===== src/logic/csa_pkg.sv =====
// Shared constants: sideband and descriptor bits, register map, slice state.
// Assumes both ends are clocked by one core user clock.
package csa_pkg;
   localparam int MAX_W        = 256;
   localparam int STRADDLE_W   = 256;
   localparam int RC_SB_W      = 75;
   localparam int CC_SB_W      = 33;
   localparam int SB_BE_LSB    = 0;
   localparam int SB_BE_W      = 32;
   localparam int SB_SOP0      = 32;
   localparam int SB_SOP1      = 33;
   localparam int SB_EOF0_LSB  = 34;
   localparam int SB_EOF1_LSB  = 38;
   localparam int SB_EOF_W     = 4;
   localparam int SB_DISC      = 41;
   localparam int CC_SB_DISC   = 0;
   localparam int DESC_POISON  = 46;
   localparam int DESC_ECRC    = 95;
   localparam int DESC_BC_LSB  = 16;
   localparam int SOP1_OFFSET  = 128;
   localparam int TALLY_W      = 2;
   localparam int CNT_W        = 16;
   // Controller registers
   localparam logic [7:0] REG_CTRL   = 8'h00;
   localparam logic [7:0] REG_STATUS = 8'h04;
   localparam logic [7:0] REG_MASK   = 8'h08;
   localparam logic [7:0] REG_COUNT  = 8'h0c;
   localparam int CTRL_ECRC     = 0;
   localparam int CTRL_POISON   = 1;
   localparam int CTRL_ASK      = 2;
   localparam int CTRL_TALLY    = 4;
   localparam int EV_W          = 3;
   localparam int EV_END        = 0;
   localparam int EV_POISON     = 1;
   localparam int EV_DISC       = 2;
   localparam logic [31:0] CTRL_RESET = 32'h0000_0000;

   typedef enum logic [1:0] {SL_EMPTY = 2'b01, SL_FULL = 2'b10} csa_slice_t;

   // Final dword byte mask from byte count
   function automatic logic [3:0] csa_last_mask(input logic [1:0] bc);
      unique case (bc)
         2'h1:    csa_last_mask = 4'h1;
         2'h2:    csa_last_mask = 4'h3;
         2'h3:    csa_last_mask = 4'h7;
         default: csa_last_mask = 4'hf;
      endcase
   endfunction : csa_last_mask

   // Keep to byte strobe; last beat trims top kept dword
   function automatic logic [MAX_W/8-1:0] csa_strobe(input logic [MAX_W/32-1:0] keep,
                                                     input logic [1:0] bc,
                                                     input logic last);
      logic [MAX_W/8-1:0] s;
      s = '0;
      for (int i = 0; i < MAX_W/32; i++)
      begin
         if (keep[i])
            s[4*i +: 4] = 4'hf;
         if (last && keep[i] && (i == MAX_W/32-1 || !keep[i+1 < MAX_W/32 ? i+1 : i]))
            s[4*i +: 4] = csa_last_mask(bc);
      end
      csa_strobe = s;
   endfunction : csa_strobe
endpackage : csa_pkg


===== src/logic/csa_link_if.sv =====
// Completion streams between core end and user end.
// Assumes one clock for both ends.
`timescale 1ns/1ps
`default_nettype none
interface csa_link_if #(parameter int W = 256);
   import csa_pkg::*;
   logic [W-1:0]         rcPayload;
   logic [W/32-1:0]      rcKeep;
   logic [RC_SB_W-1:0]   rcSideband;
   logic                 rcLast;
   logic                 rcValid;
   logic                 rcReady;
   logic [W-1:0]         ccPayload;
   logic [W/32-1:0]      ccKeep;
   logic [CC_SB_W-1:0]   ccSideband;
   logic                 ccLast;
   logic                 ccValid;
   logic                 ccReady;
   logic                 nonpostedAsk;
   logic [TALLY_W-1:0]   nonpostedTally;

   modport device (output rcPayload, rcKeep, rcSideband, rcLast, rcValid, input rcReady,
                   input ccPayload, ccKeep, ccSideband, ccLast, ccValid, output ccReady,
                   input nonpostedAsk, nonpostedTally);
   modport user   (input rcPayload, rcKeep, rcSideband, rcLast, rcValid, output rcReady,
                   output ccPayload, ccKeep, ccSideband, ccLast, ccValid, input ccReady,
                   output nonpostedAsk, nonpostedTally);
endinterface : csa_link_if
`default_nettype wire


===== src/logic/csa_core_end.sv =====
// Core end: source beats onto the requester completion stream,
// completer completion beats onto the legacy transmit port.
// Assumes inputs synchronous to clk; each slice moves a beat per two cycles.
`timescale 1ns/1ps
`default_nettype none
// Summary of operation
// - Completions for own requests leave on dedicated stream
// - Completion stream keeps last/valid/ready/data meaning
// - Nonposted pacing only via ask and tally
// - Keep per dword, byte enables sideband 31:0
// - Discontinue 41, first start 32, end 37:34
// - Straddle lets 256-bit beat hold two packets
// - Second start/end used only when straddling
// - Poison bit 46 read only on start beats
// - No region hit indication on completions
// - Reply stream keeps last/valid/ready/data meaning
// - Last dword bytes from keep plus count
// - Non-last keep marks whole dwords only
// - ECRC bit 95, poison 46, discontinue sideband 0
module csa_core_end #(
   parameter int W        = 256,
   parameter bit STRADDLE = 1'b0
) (
   input  wire logic                   clk,
   input  wire logic                   rst,
   csa_link_if.device                  link,
   input  wire logic [W-1:0]           srcPayload,
   input  wire logic [W/32-1:0]        srcKeep,
   input  wire logic [31:0]            srcByteEn,
   input  wire logic                   srcFirstStart,
   input  wire logic                   srcSecondStart,
   input  wire logic [3:0]             srcFirstEnd,
   input  wire logic [3:0]             srcSecondEnd,
   input  wire logic                   srcEcrcErr,
   input  wire logic                   srcLast,
   input  wire logic                   srcValid,
   output logic                        srcReady,
   output logic [W-1:0]                txPayload,
   output logic [W/8-1:0]              txStrobe,
   output logic                        txLast,
   output logic                        txValid,
   input  wire logic                   txReady,
   output logic                        txEcrcGen,
   output logic                        txErrFwd,
   output logic                        txDiscontinue,
   output logic                        nonpostedAsk,
   output logic [csa_pkg::TALLY_W-1:0] nonpostedTally
);
   import csa_pkg::*;
   localparam bit USE_SECOND = STRADDLE && (W == STRADDLE_W);
   localparam int ECRC_BEAT  = DESC_ECRC / W;
   localparam int ECRC_POS   = DESC_ECRC % W;

   ////////////////////////////////////////////////////////////////////////
   // Requester completion slice
   csa_slice_t           rcState, next_rcState;
   logic [W-1:0]         rcPayload, next_rcPayload;
   logic [W/32-1:0]      rcKeep, next_rcKeep;
   logic [RC_SB_W-1:0]   rcSideband, next_rcSideband;
   logic                 rcLast, next_rcLast;
   logic                 next_srcReady;

   always_comb
   begin
      next_rcState    = rcState;
      next_rcPayload  = rcPayload;
      next_rcKeep     = rcKeep;
      next_rcSideband = rcSideband;
      next_rcLast     = rcLast;
      unique case (rcState)
         SL_EMPTY:
            if (srcValid && srcReady)
            begin
               next_rcState    = SL_FULL;
               next_rcPayload  = srcPayload;
               next_rcKeep     = srcKeep;
               next_rcLast     = srcLast;
               next_rcSideband = '0;
               next_rcSideband[SB_BE_LSB +: SB_BE_W] = srcByteEn;
               next_rcSideband[SB_SOP0] = srcFirstStart;
               next_rcSideband[SB_EOF0_LSB +: SB_EOF_W] = srcFirstEnd;
               // Legacy ECRC error has no exact match; discontinue stands in unless straddling, where second end bit 3 overwrites it
               next_rcSideband[SB_DISC] = srcEcrcErr;
               if (USE_SECOND)
               begin
                  next_rcSideband[SB_SOP1] = srcSecondStart;
                  next_rcSideband[SB_EOF1_LSB +: SB_EOF_W] = srcSecondEnd;
               end
            end
         SL_FULL:
            if (link.rcReady)
               next_rcState = SL_EMPTY;
      endcase
      next_srcReady = (next_rcState == SL_EMPTY);
   end

   always_ff @(posedge clk)
   begin
      if (rst)
      begin
         rcState    <= SL_EMPTY;
         rcPayload  <= '0;
         rcKeep     <= '0;
         rcSideband <= '0;
         rcLast     <= 1'b0;
         srcReady   <= 1'b0;
      end
      else
      begin
         rcState    <= next_rcState;
         rcPayload  <= next_rcPayload;
         rcKeep     <= next_rcKeep;
         rcSideband <= next_rcSideband;
         rcLast     <= next_rcLast;
         srcReady   <= next_srcReady;
      end
   end

   assign link.rcPayload  = rcPayload;
   assign link.rcKeep     = rcKeep;
   assign link.rcSideband = rcSideband;
   assign link.rcLast     = rcLast;
   assign link.rcValid    = (rcState == SL_FULL);

   ////////////////////////////////////////////////////////////////////////
   // Completer completion slice to legacy beats
   csa_slice_t           ccState, next_ccState;
   logic [2:0]           beatIdx, next_beatIdx;
   logic [1:0]           byteCountLow, next_byteCountLow;
   logic [1:0]           bcNow;
   logic [MAX_W/32-1:0]  keepWide;
   logic [MAX_W/8-1:0]   strobeWide;
   logic [W-1:0]         next_txPayload;
   logic [W/8-1:0]       next_txStrobe;
   logic                 next_txLast, next_txEcrcGen, next_txErrFwd, next_txDiscontinue;
   logic                 next_ccReady, ccReady;

   always_comb
   begin
      next_ccState       = ccState;
      next_beatIdx       = beatIdx;
      next_byteCountLow  = byteCountLow;
      next_txPayload     = txPayload;
      next_txStrobe      = txStrobe;
      next_txLast        = txLast;
      next_txEcrcGen     = txEcrcGen;
      next_txErrFwd      = txErrFwd;
      next_txDiscontinue = txDiscontinue;
      bcNow    = (beatIdx == 3'h0) ? link.ccPayload[DESC_BC_LSB +: 2] : byteCountLow;
      keepWide = '0;
      keepWide[W/32-1:0] = link.ccKeep;
      strobeWide = csa_strobe(keepWide, bcNow, link.ccLast);
      unique case (ccState)
         SL_EMPTY:
            if (link.ccValid && ccReady)
            begin
               next_ccState       = SL_FULL;
               next_txPayload     = link.ccPayload;
               next_txStrobe      = strobeWide[W/8-1:0];
               next_txLast        = link.ccLast;
               next_txDiscontinue = link.ccSideband[CC_SB_DISC];
               if (beatIdx == 3'h0)
               begin
                  next_byteCountLow = link.ccPayload[DESC_BC_LSB +: 2];
                  next_txErrFwd     = link.ccPayload[DESC_POISON];
                  next_txEcrcGen    = 1'b0;
               end
               if (beatIdx == 3'(ECRC_BEAT))
                  next_txEcrcGen = link.ccPayload[ECRC_POS];
               next_beatIdx = link.ccLast ? 3'h0
                            : (beatIdx == 3'h7 ? beatIdx : beatIdx + 3'h1);
            end
         SL_FULL:
            if (txReady)
               next_ccState = SL_EMPTY;
      endcase
      next_ccReady = (next_ccState == SL_EMPTY);
   end

   always_ff @(posedge clk)
   begin
      if (rst)
      begin
         ccState       <= SL_EMPTY;
         beatIdx       <= 3'h0;
         byteCountLow  <= 2'h0;
         txPayload     <= '0;
         txStrobe      <= '0;
         txLast        <= 1'b0;
         txEcrcGen     <= 1'b0;
         txErrFwd      <= 1'b0;
         txDiscontinue <= 1'b0;
         ccReady       <= 1'b0;
      end
      else
      begin
         ccState       <= next_ccState;
         beatIdx       <= next_beatIdx;
         byteCountLow  <= next_byteCountLow;
         txPayload     <= next_txPayload;
         txStrobe      <= next_txStrobe;
         txLast        <= next_txLast;
         txEcrcGen     <= next_txEcrcGen;
         txErrFwd      <= next_txErrFwd;
         txDiscontinue <= next_txDiscontinue;
         ccReady       <= next_ccReady;
      end
   end

   assign txValid      = (ccState == SL_FULL);
   assign link.ccReady = ccReady;

   ////////////////////////////////////////////////////////////////////////
   // Nonposted pacing comes only from the request side, never from completions
   always_ff @(posedge clk)
   begin
      if (rst)
      begin
         nonpostedAsk   <= 1'b0;
         nonpostedTally <= '0;
      end
      else
      begin
         nonpostedAsk   <= link.nonpostedAsk;
         nonpostedTally <= link.nonpostedTally;
      end
   end
endmodule : csa_core_end
`default_nettype wire


===== src/flat_wrapper.sv =====
// flat-port wrapper written by rule: the top's interface ports become plain ports
module csa_core_end_flat import csa_pkg::*;
#(
   parameter int W        = 256,
   parameter bit STRADDLE = 1'b0
)
  (clk, rst, srcPayload, srcKeep, srcByteEn, srcFirstStart, srcSecondStart, srcFirstEnd, srcSecondEnd, srcEcrcErr, srcLast, srcValid, srcReady, txPayload, txStrobe, txLast, txValid, txReady, txEcrcGen, txErrFwd, txDiscontinue, nonpostedAsk, nonpostedTally, link_rcPayload, link_rcKeep, link_rcSideband, link_rcLast, link_rcValid, link_rcReady, link_ccPayload, link_ccKeep, link_ccSideband, link_ccLast, link_ccValid, link_ccReady, link_nonpostedAsk, link_nonpostedTally);
  csa_link_if #(.W(W)) link_i ();
  input  wire logic clk;
  input  wire logic rst;
  input  wire logic [W-1:0] srcPayload;
  input  wire logic [W/32-1:0] srcKeep;
  input  wire logic [31:0] srcByteEn;
  input  wire logic srcFirstStart;
  input  wire logic srcSecondStart;
  input  wire logic [3:0] srcFirstEnd;
  input  wire logic [3:0] srcSecondEnd;
  input  wire logic srcEcrcErr;
  input  wire logic srcLast;
  input  wire logic srcValid;
  output logic srcReady;
  output logic [W-1:0] txPayload;
  output logic [W/8-1:0] txStrobe;
  output logic txLast;
  output logic txValid;
  input  wire logic txReady;
  output logic txEcrcGen;
  output logic txErrFwd;
  output logic txDiscontinue;
  output logic nonpostedAsk;
  output logic [csa_pkg::TALLY_W-1:0] nonpostedTally;
  output wire logic [$bits(link_i.rcPayload)-1:0] link_rcPayload;
  output wire logic [$bits(link_i.rcKeep)-1:0] link_rcKeep;
  output wire logic [$bits(link_i.rcSideband)-1:0] link_rcSideband;
  output wire logic [$bits(link_i.rcLast)-1:0] link_rcLast;
  output wire logic [$bits(link_i.rcValid)-1:0] link_rcValid;
  input wire logic [$bits(link_i.rcReady)-1:0] link_rcReady;
  input wire logic [$bits(link_i.ccPayload)-1:0] link_ccPayload;
  input wire logic [$bits(link_i.ccKeep)-1:0] link_ccKeep;
  input wire logic [$bits(link_i.ccSideband)-1:0] link_ccSideband;
  input wire logic [$bits(link_i.ccLast)-1:0] link_ccLast;
  input wire logic [$bits(link_i.ccValid)-1:0] link_ccValid;
  output wire logic [$bits(link_i.ccReady)-1:0] link_ccReady;
  input wire logic [$bits(link_i.nonpostedAsk)-1:0] link_nonpostedAsk;
  input wire logic [$bits(link_i.nonpostedTally)-1:0] link_nonpostedTally;
  assign link_rcPayload = link_i.rcPayload;
  assign link_rcKeep = link_i.rcKeep;
  assign link_rcSideband = link_i.rcSideband;
  assign link_rcLast = link_i.rcLast;
  assign link_rcValid = link_i.rcValid;
  assign link_i.rcReady = link_rcReady;
  assign link_i.ccPayload = link_ccPayload;
  assign link_i.ccKeep = link_ccKeep;
  assign link_i.ccSideband = link_ccSideband;
  assign link_i.ccLast = link_ccLast;
  assign link_i.ccValid = link_ccValid;
  assign link_ccReady = link_i.ccReady;
  assign link_i.nonpostedAsk = link_nonpostedAsk;
  assign link_i.nonpostedTally = link_nonpostedTally;
  csa_core_end #(.W(W), .STRADDLE(STRADDLE)) u_core (.clk(clk), .rst(rst), .link(link_i), .srcPayload(srcPayload), .srcKeep(srcKeep), .srcByteEn(srcByteEn), .srcFirstStart(srcFirstStart), .srcSecondStart(srcSecondStart), .srcFirstEnd(srcFirstEnd), .srcSecondEnd(srcSecondEnd), .srcEcrcErr(srcEcrcErr), .srcLast(srcLast), .srcValid(srcValid), .srcReady(srcReady), .txPayload(txPayload), .txStrobe(txStrobe), .txLast(txLast), .txValid(txValid), .txReady(txReady), .txEcrcGen(txEcrcGen), .txErrFwd(txErrFwd), .txDiscontinue(txDiscontinue), .nonpostedAsk(nonpostedAsk), .nonpostedTally(nonpostedTally));
endmodule

===== config.mk =====
export PLATFORM = sky130hd
export DESIGN_NAME = csa_core_end_flat
export DESIGN_NICKNAME = d
export VERILOG_FILES = /design/src/logic/csa_pkg.sv /design/src/logic/csa_link_if.sv /design/src/logic/csa_core_end.sv /design/src/flat_wrapper.sv
export SDC_FILE = /design/constraint.sdc
export NUM_CORES = 1
export LEC_CHECK = 0
export BUFFER_PORTS_ARGS = -buffer_cell sky130_fd_sc_hd__buf_2
export CORE_AREA = 4 4 481 483
export CTS_BUF_LIST = sky130_fd_sc_hd__clkbuf_8 sky130_fd_sc_hd__clkbuf_16
export CTS_CLUSTER_SIZE = 8
export DETAILED_ROUTE_END_ITERATION = 10
export DIE_AREA = 0 0 485 487
export SLEW_MARGIN = 20
export SYNTH_ARGS = -nofsm -noshare
export SYNTH_HDL_FRONTEND = slang
export SYNTH_SLANG_ARGS = --single-unit
export TNS_END_PERCENT = 5

===== constraint.sdc =====
create_clock -name clk -period 2 [get_ports clk]
set_clock_uncertainty 0.05 [all_clocks]
set_input_delay 0.2 -clock clk [delete_from_list [all_inputs] [get_ports clk]]
set_output_delay 0.2 -clock clk [all_outputs]
set_load 0.02 [all_outputs]

# ---- After elaboration in Yosys (flattened, before gate mapping)
# Index checks and enable logic that the tools add are counted.
dict set report word_totals {
  register_bits 609
  n_memories 0
  wordCells 85
  inputBits 615
  rom_bits 0
  ram_bits 0
  latchBits 0
}
dict set report op_classes {
  eq_ne 11
  order_cmp 0
  mul 0
  n_mux 26
  n_shift 0
  div 0
  bitwise_logic 0
  reduce_logical 29
  n_addsub 1
}
# operator n
set ops {}
lappend ops {{2-to-1 mux 4 bit} 16}
lappend ops {{logical AND 1 bit} 17}
lappend ops {{one-hot mux 4 bit (3 select lines)} 1}
lappend ops {{equality test 2 x 1 -> 1 bit (second input constant)} 5}
lappend ops {{2-to-1 mux 2 bit} 5}
lappend ops {{equality test 2 bit (second input constant)} 4}
lappend ops {{one-hot mux 2 bit (2 select lines)} 2}
lappend ops {{zero test 1 bit} 7}
lappend ops {{2-to-1 mux 3 bit} 2}
lappend ops {{AND reduction 3 bit} 2}
lappend ops {{AND reduction 2 bit} 2}
lappend ops {{adder 3 x 1 -> 3 bit (second input constant)} 1}
lappend ops {{equality test 3 bit (second input constant)} 1}
lappend ops {{zero test 3 bit} 1}
lappend ops {{!= test 2 bit (second input constant)} 1}

# ---- Longest topological paths before layout
dict set report depth {
  ltp_word 5
  depth_mapped 11
  mapped_depth_nobuf 9
}

# ---- Worst setup path after synthesis
# OpenSTA, ideal clock, no wires.
dict set report synth_path {
  path_kind {flip-flop to flip-flop}
  start {register u_core.beatIdx[0]}
  end {register u_core.txStrobe[30]}
  path_buffers 2
  required_ns 1.880
  t_arrival_ns 2.004
  path_stages_with_launch 12
  slack_ns -0.124
  setup_time_ns 0.070
  path_cell_list {dfxtp_1 > inv_1 > ha_1 > nor2b_1 > clkbuf_1 > mux2i_1 > inv_1 > ha_1 > clkbuf_1 > nand2b_1 > nand3_1 > a21oi_1}
}
dict set report synth_between {
  elab_chain_cells 5
  elab_cells_between_ends 7
}
# item line_no
set synth_rtl {}
lappend synth_rtl {{from (decl)} csa_core_end.sv:128} ;# logic [2:0] beatIdx, next_beatIdx;
lappend synth_rtl {{from (signal assigned)} csa_core_end.sv:198} ;# beatIdx <= next_beatIdx;
lappend synth_rtl {{zero test 3 bit *} csa_core_end.sv:149} ;# bcNow = (beatIdx == 3'h0) ? link.ccPayload[DESC_BC_LSB +: 2] : byteCountLow;
lappend synth_rtl {{2-to-1 mux 2 bit *} csa_core_end.sv:149}
lappend synth_rtl {{net u_core.bcNow[0]} csa_core_end.sv:130} ;# logic [1:0] bcNow;
lappend synth_rtl {{equality test 2 bit or equality test 2 x 1 -> 1 bit (tied branches)} csa_pkg.sv:42} ;# unique case (bc)
lappend synth_rtl {{one-hot mux 4 bit (3 select lines) *} csa_pkg.sv:42}
lappend synth_rtl {{2-to-1 mux 4 bit *} csa_pkg.sv:60} ;# if (last && keep[i] && (i == MAX_W/32-1 || !keep[i+1 < MAX_W/32 ? i+1 : i]))
lappend synth_rtl {{to (signal assigned)} csa_core_end.sv:201} ;# txStrobe <= next_txStrobe;
lappend synth_rtl {{to (decl)} csa_core_end.sv:39} ;# output logic [W/8-1:0] txStrobe,
# The timed path passes the listed nets; every way through them passes the cells marked *.
# A chain may end at the register's enable or synchronous reset.

# ---- Final worst setup path
dict set report layout_path {
  start {register u_core.rcState[0]}
  end {register u_core.rcPayload[2] (netlist: u_core.link.rcPayload[2])}
}
dict set report layout_between {
  elab_chain_cells 2
}
# item line_no
set layout_rtl {}
lappend layout_rtl {{from (decl)} csa_core_end.sv:56} ;# csa_slice_t rcState, next_rcState;
lappend layout_rtl {{from (signal assigned)} csa_core_end.sv:110} ;# rcState <= next_rcState;
lappend layout_rtl {{equality test 2 x 1 -> 1 bit} csa_core_end.sv:70} ;# unique case (rcState)
lappend layout_rtl {{AND reduction 2 bit (no source line)} n/a}
lappend layout_rtl {{to (signal assigned)} csa_core_end.sv:111} ;# rcPayload <= next_rcPayload;
lappend layout_rtl {{to (decl)} csa_core_end.sv:57} ;# logic [W-1:0] rcPayload, next_rcPayload;
# Every way passes these cells.

==> impl_metrics.ini <==
[drt]
routed-wl-met2_um = 75100
drt-total-wl_um = 166000
drt_pass1_iterations = 5
drtIter0Drc = 1131
via_count = 25800
post-route-drc-count = 0
wirelength_met1_um = 60500
highest_layer = met5
vias_per_cell = 3.41
ant_nets = 0
wl_met3_um = 22600
wl_per_cell_um = 22.0

[global_route]
grt_first_pass_wirelength_um = 217000
grt_max_degree = 102
antenna_found_initial = 194
overflow = 0
first_global_vias = 25300
grt_usage = 0.134

[setup_path]
crit_slowest_cell = dlygate4sd3_1
start_kind = register
cp_max_fo = 30
end_kind = register
slowest_delay_ps = 550
crit_buf_inv = 2
cpLargestDelayFamily = buffers and inverters
arrival_ps = 2530
worstSetupPathType = register to register
required_ps = 2560
cp_cell_sequence = nand4b_1 > buf_12 > nand2_1 > a21oi_1 > dlygate4sd3_1

[logic_synthesis]
ys.flop_type = dfxtp_1
synth_top_area_frac = 0.571
avgSynthCellArea_um2 = 7.90
synth_cells = 2701
syn_area_um2 = 21300
ys_async_sr_fraction = 0
synth-seq-cells = 609
yosys.area.top_type = dfxtp_1
synth_cell_type_count = 29
yosysSeqAreaShare = 0.571
yosys_warnings = 0
synth-edff-count = 0
synth_area_leaders = dfxtp_1 (57%), nand2_1 (21%), a21oi_1 (14%), clkbuf_1 (1.9%), buf_2 (1.9%)
synth_most_common_cell = nand2_1
synth_common_cells = nand2_1 (1172), dfxtp_1 (609), a21oi_1 (599)

[min_path]
hold_path.class = input port to register

[floorplanning]
die_x_um = 485
ios = 1254
design.core.area_um2 = 227000
start_util = 0.0941
die-area_um2 = 236000
rows = 175
die_y_um = 487

[power_and_ir_drop]
peakVddDrop_mv = 0.567
p_sw_mw = 10.1
power-per-cell-area_nw_per_um2 = 868
p_total_mw = 34.7
pwr-share-seq = 0.378
power_frac_clock = 0.452
p_int_mw = 24.6
leakage_nw = 16.9
pwr-share-comb = 0.171
switching_share = 0.292

[timing]
slew_viol_final = 0
max_slew.worst_pin.slew_ps = 586
fmax_mhz = 509
slew-limit-headroom = 0.610
post-route-period-util = 0.982
setup_viol = 0
rsz0062_at_grt = true
timing.final.crit_period_ps = 1960
hold_viol_final = 0
hold_ws_ps = 185

[clocking]
cts-root-buf = clkbuf_16
clkSinkCount = 609
cts_buffers = 93
cts_tree = built
clkLatencyLatePin_ps = 710
cts.htree.levels = 3
cts_setup_buffers = 0
clkSlewWorstSetupHoldPaths_ps = 50
cts.path.max_buffers = 3

[layout]
fin_nets = 5070
ff_latch_area_um2 = 12200
area_growth_syn_to_layout_pct = 87.4
drive_above_1_share = 0.315
multi_input_comb_area_um2 = 8170
nFillCells = 25500

[outcome]
status = completed

[job]
cap_violations = 0

[placement]
gp_congestion = 0.877
hpwl_um = 137000
portBuffers = 1179
==> cell families (layout without fill, tap and decap cells) <==
kind of cell,after synthesis,count (layout),synth area share
muxes,2,2,0.000938
buffers and inverters,246,1988,0.0552
DFF,609,609,0.571
AOI/OAI and AO/OA,631,631,0.152
and+or+nand+nor,1207,1207,0.217
other,1,105,0.000176
adders and majority gates,5,5,0.00293
==> registers in the layout, summed over array words and instances (netlist names), 3 cells and up <==
name / cells
u_core.txStrobe: 32
u_core.link.rcPayload: 256
u_core.txPayload: 256
u_core.beatIdx: 3
u_core.link.rcSideband: 38
u_core.link.rcKeep: 8
==> area by class of cell <==
| type | count | area share |
|---|---|---|
| flip-flops and latches | 609 | 0.305 |
| well taps | 3009 | 0.0942 |
| clock buffers | 98 | 0.0602 |
| diodes | 68 | 0.00426 |
| multi-input cells | 1882 | 0.204 |
| inverters | 5 | 0.000469 |
| repair buffers | 1859 | 0.322 |
| clock inverters | 26 | 0.00995 |
==> tightest hold or removal path, stage by stage <==
cell           delay [ps]
dlygate4sd3_1         530
buf_2                  90
nor2b_1               100
==> worst paths after layout <==
kind                     startpoint                       end  slack [ps]  depth (start not counted)
max reg2reg       u_core.rcState[0]  u_core.link.rcPayload[2]          40                          5
max               u_core.rcState[0]  u_core.link.rcPayload[2]          40                          5
min          link_nonpostedTally[0]  u_core.nonpostedTally[0]         180                          3
min reg2reg   u_core.txPayload[179]     u_core.txPayload[179]         400                          2
==> cell usage in the layout (no fill, tap or decap), types with 2 or more instances in the layout <==
master,count
buf_2,1177
nand2_1,1172
dfxtp_1,609
a21oi_1,598
dlygate4sd3_1,580
clkbuf_16,94
buf_4,69
diode_2,68
conb_1,37
buf_12,32
o211ai_1,21
inv_1,12
nand2b_1,9
bufinv_16,8
nand3_1,7
clkinv_2,5
a21bo_2,4
nor2b_1,4
a31oi_1,4
clkbuf_8,4
ha_1,3
and4b_4,2
a211o_1,2
or4b_1,2
mux2i_2,2
ha_4,2
inv_16,2
clkinv_8,2
==> what timing repair did <==
item	4_1_cts	5_1_grt
hold endpoints to repair	605	0
setup endpoints to repair	6	20
hold buffers	580	0
gates resized for setup	4	9
pin swaps	0	1
==> power by group through the flow <==
stage	Combinational (mW)	Clock, mW	Sequential, mW
6_report	5.94	15.7	13.1
2_1_floorplan	1.57	0	14.1
3_3_place_gp	4.88	0	13.3
4_1_cts	6.04	16.3	13.1
5_1_grt	6.43	16.7	13.2
3_5_place_dp	4.87	0	13.3
==> layer usage <==
layer | vias up | track usage
met1 | 11700 | 0.140
li1 | 12200 | -
met3 | 404 | 0.0810
met5 | - | 0
met4 | 74 | 0.0506
met2 | 1365 | 0.221
==> per-stage QoR <==
stage | setup WS, ps | instance area (µm²) | cells | TNS (ps) | utilization
after floorplan | 27.6 | 21500 | 2737 | 0 | -
after global placement | -136 | 31200 | 6784 | -857 | 0.137
after CTS | 44.7 | 39800 | 7488 | 0 | 0.175
after global routing | -33.6 | 39900 | 7526 | -98.0 | 0.176
after detailed placement | -29.6 | 31200 | 6784 | -38.2 | 0.137
final | 35.5 | 40000 | 7556 | 0 | 0.176
(Power assumes the default switching activity.)
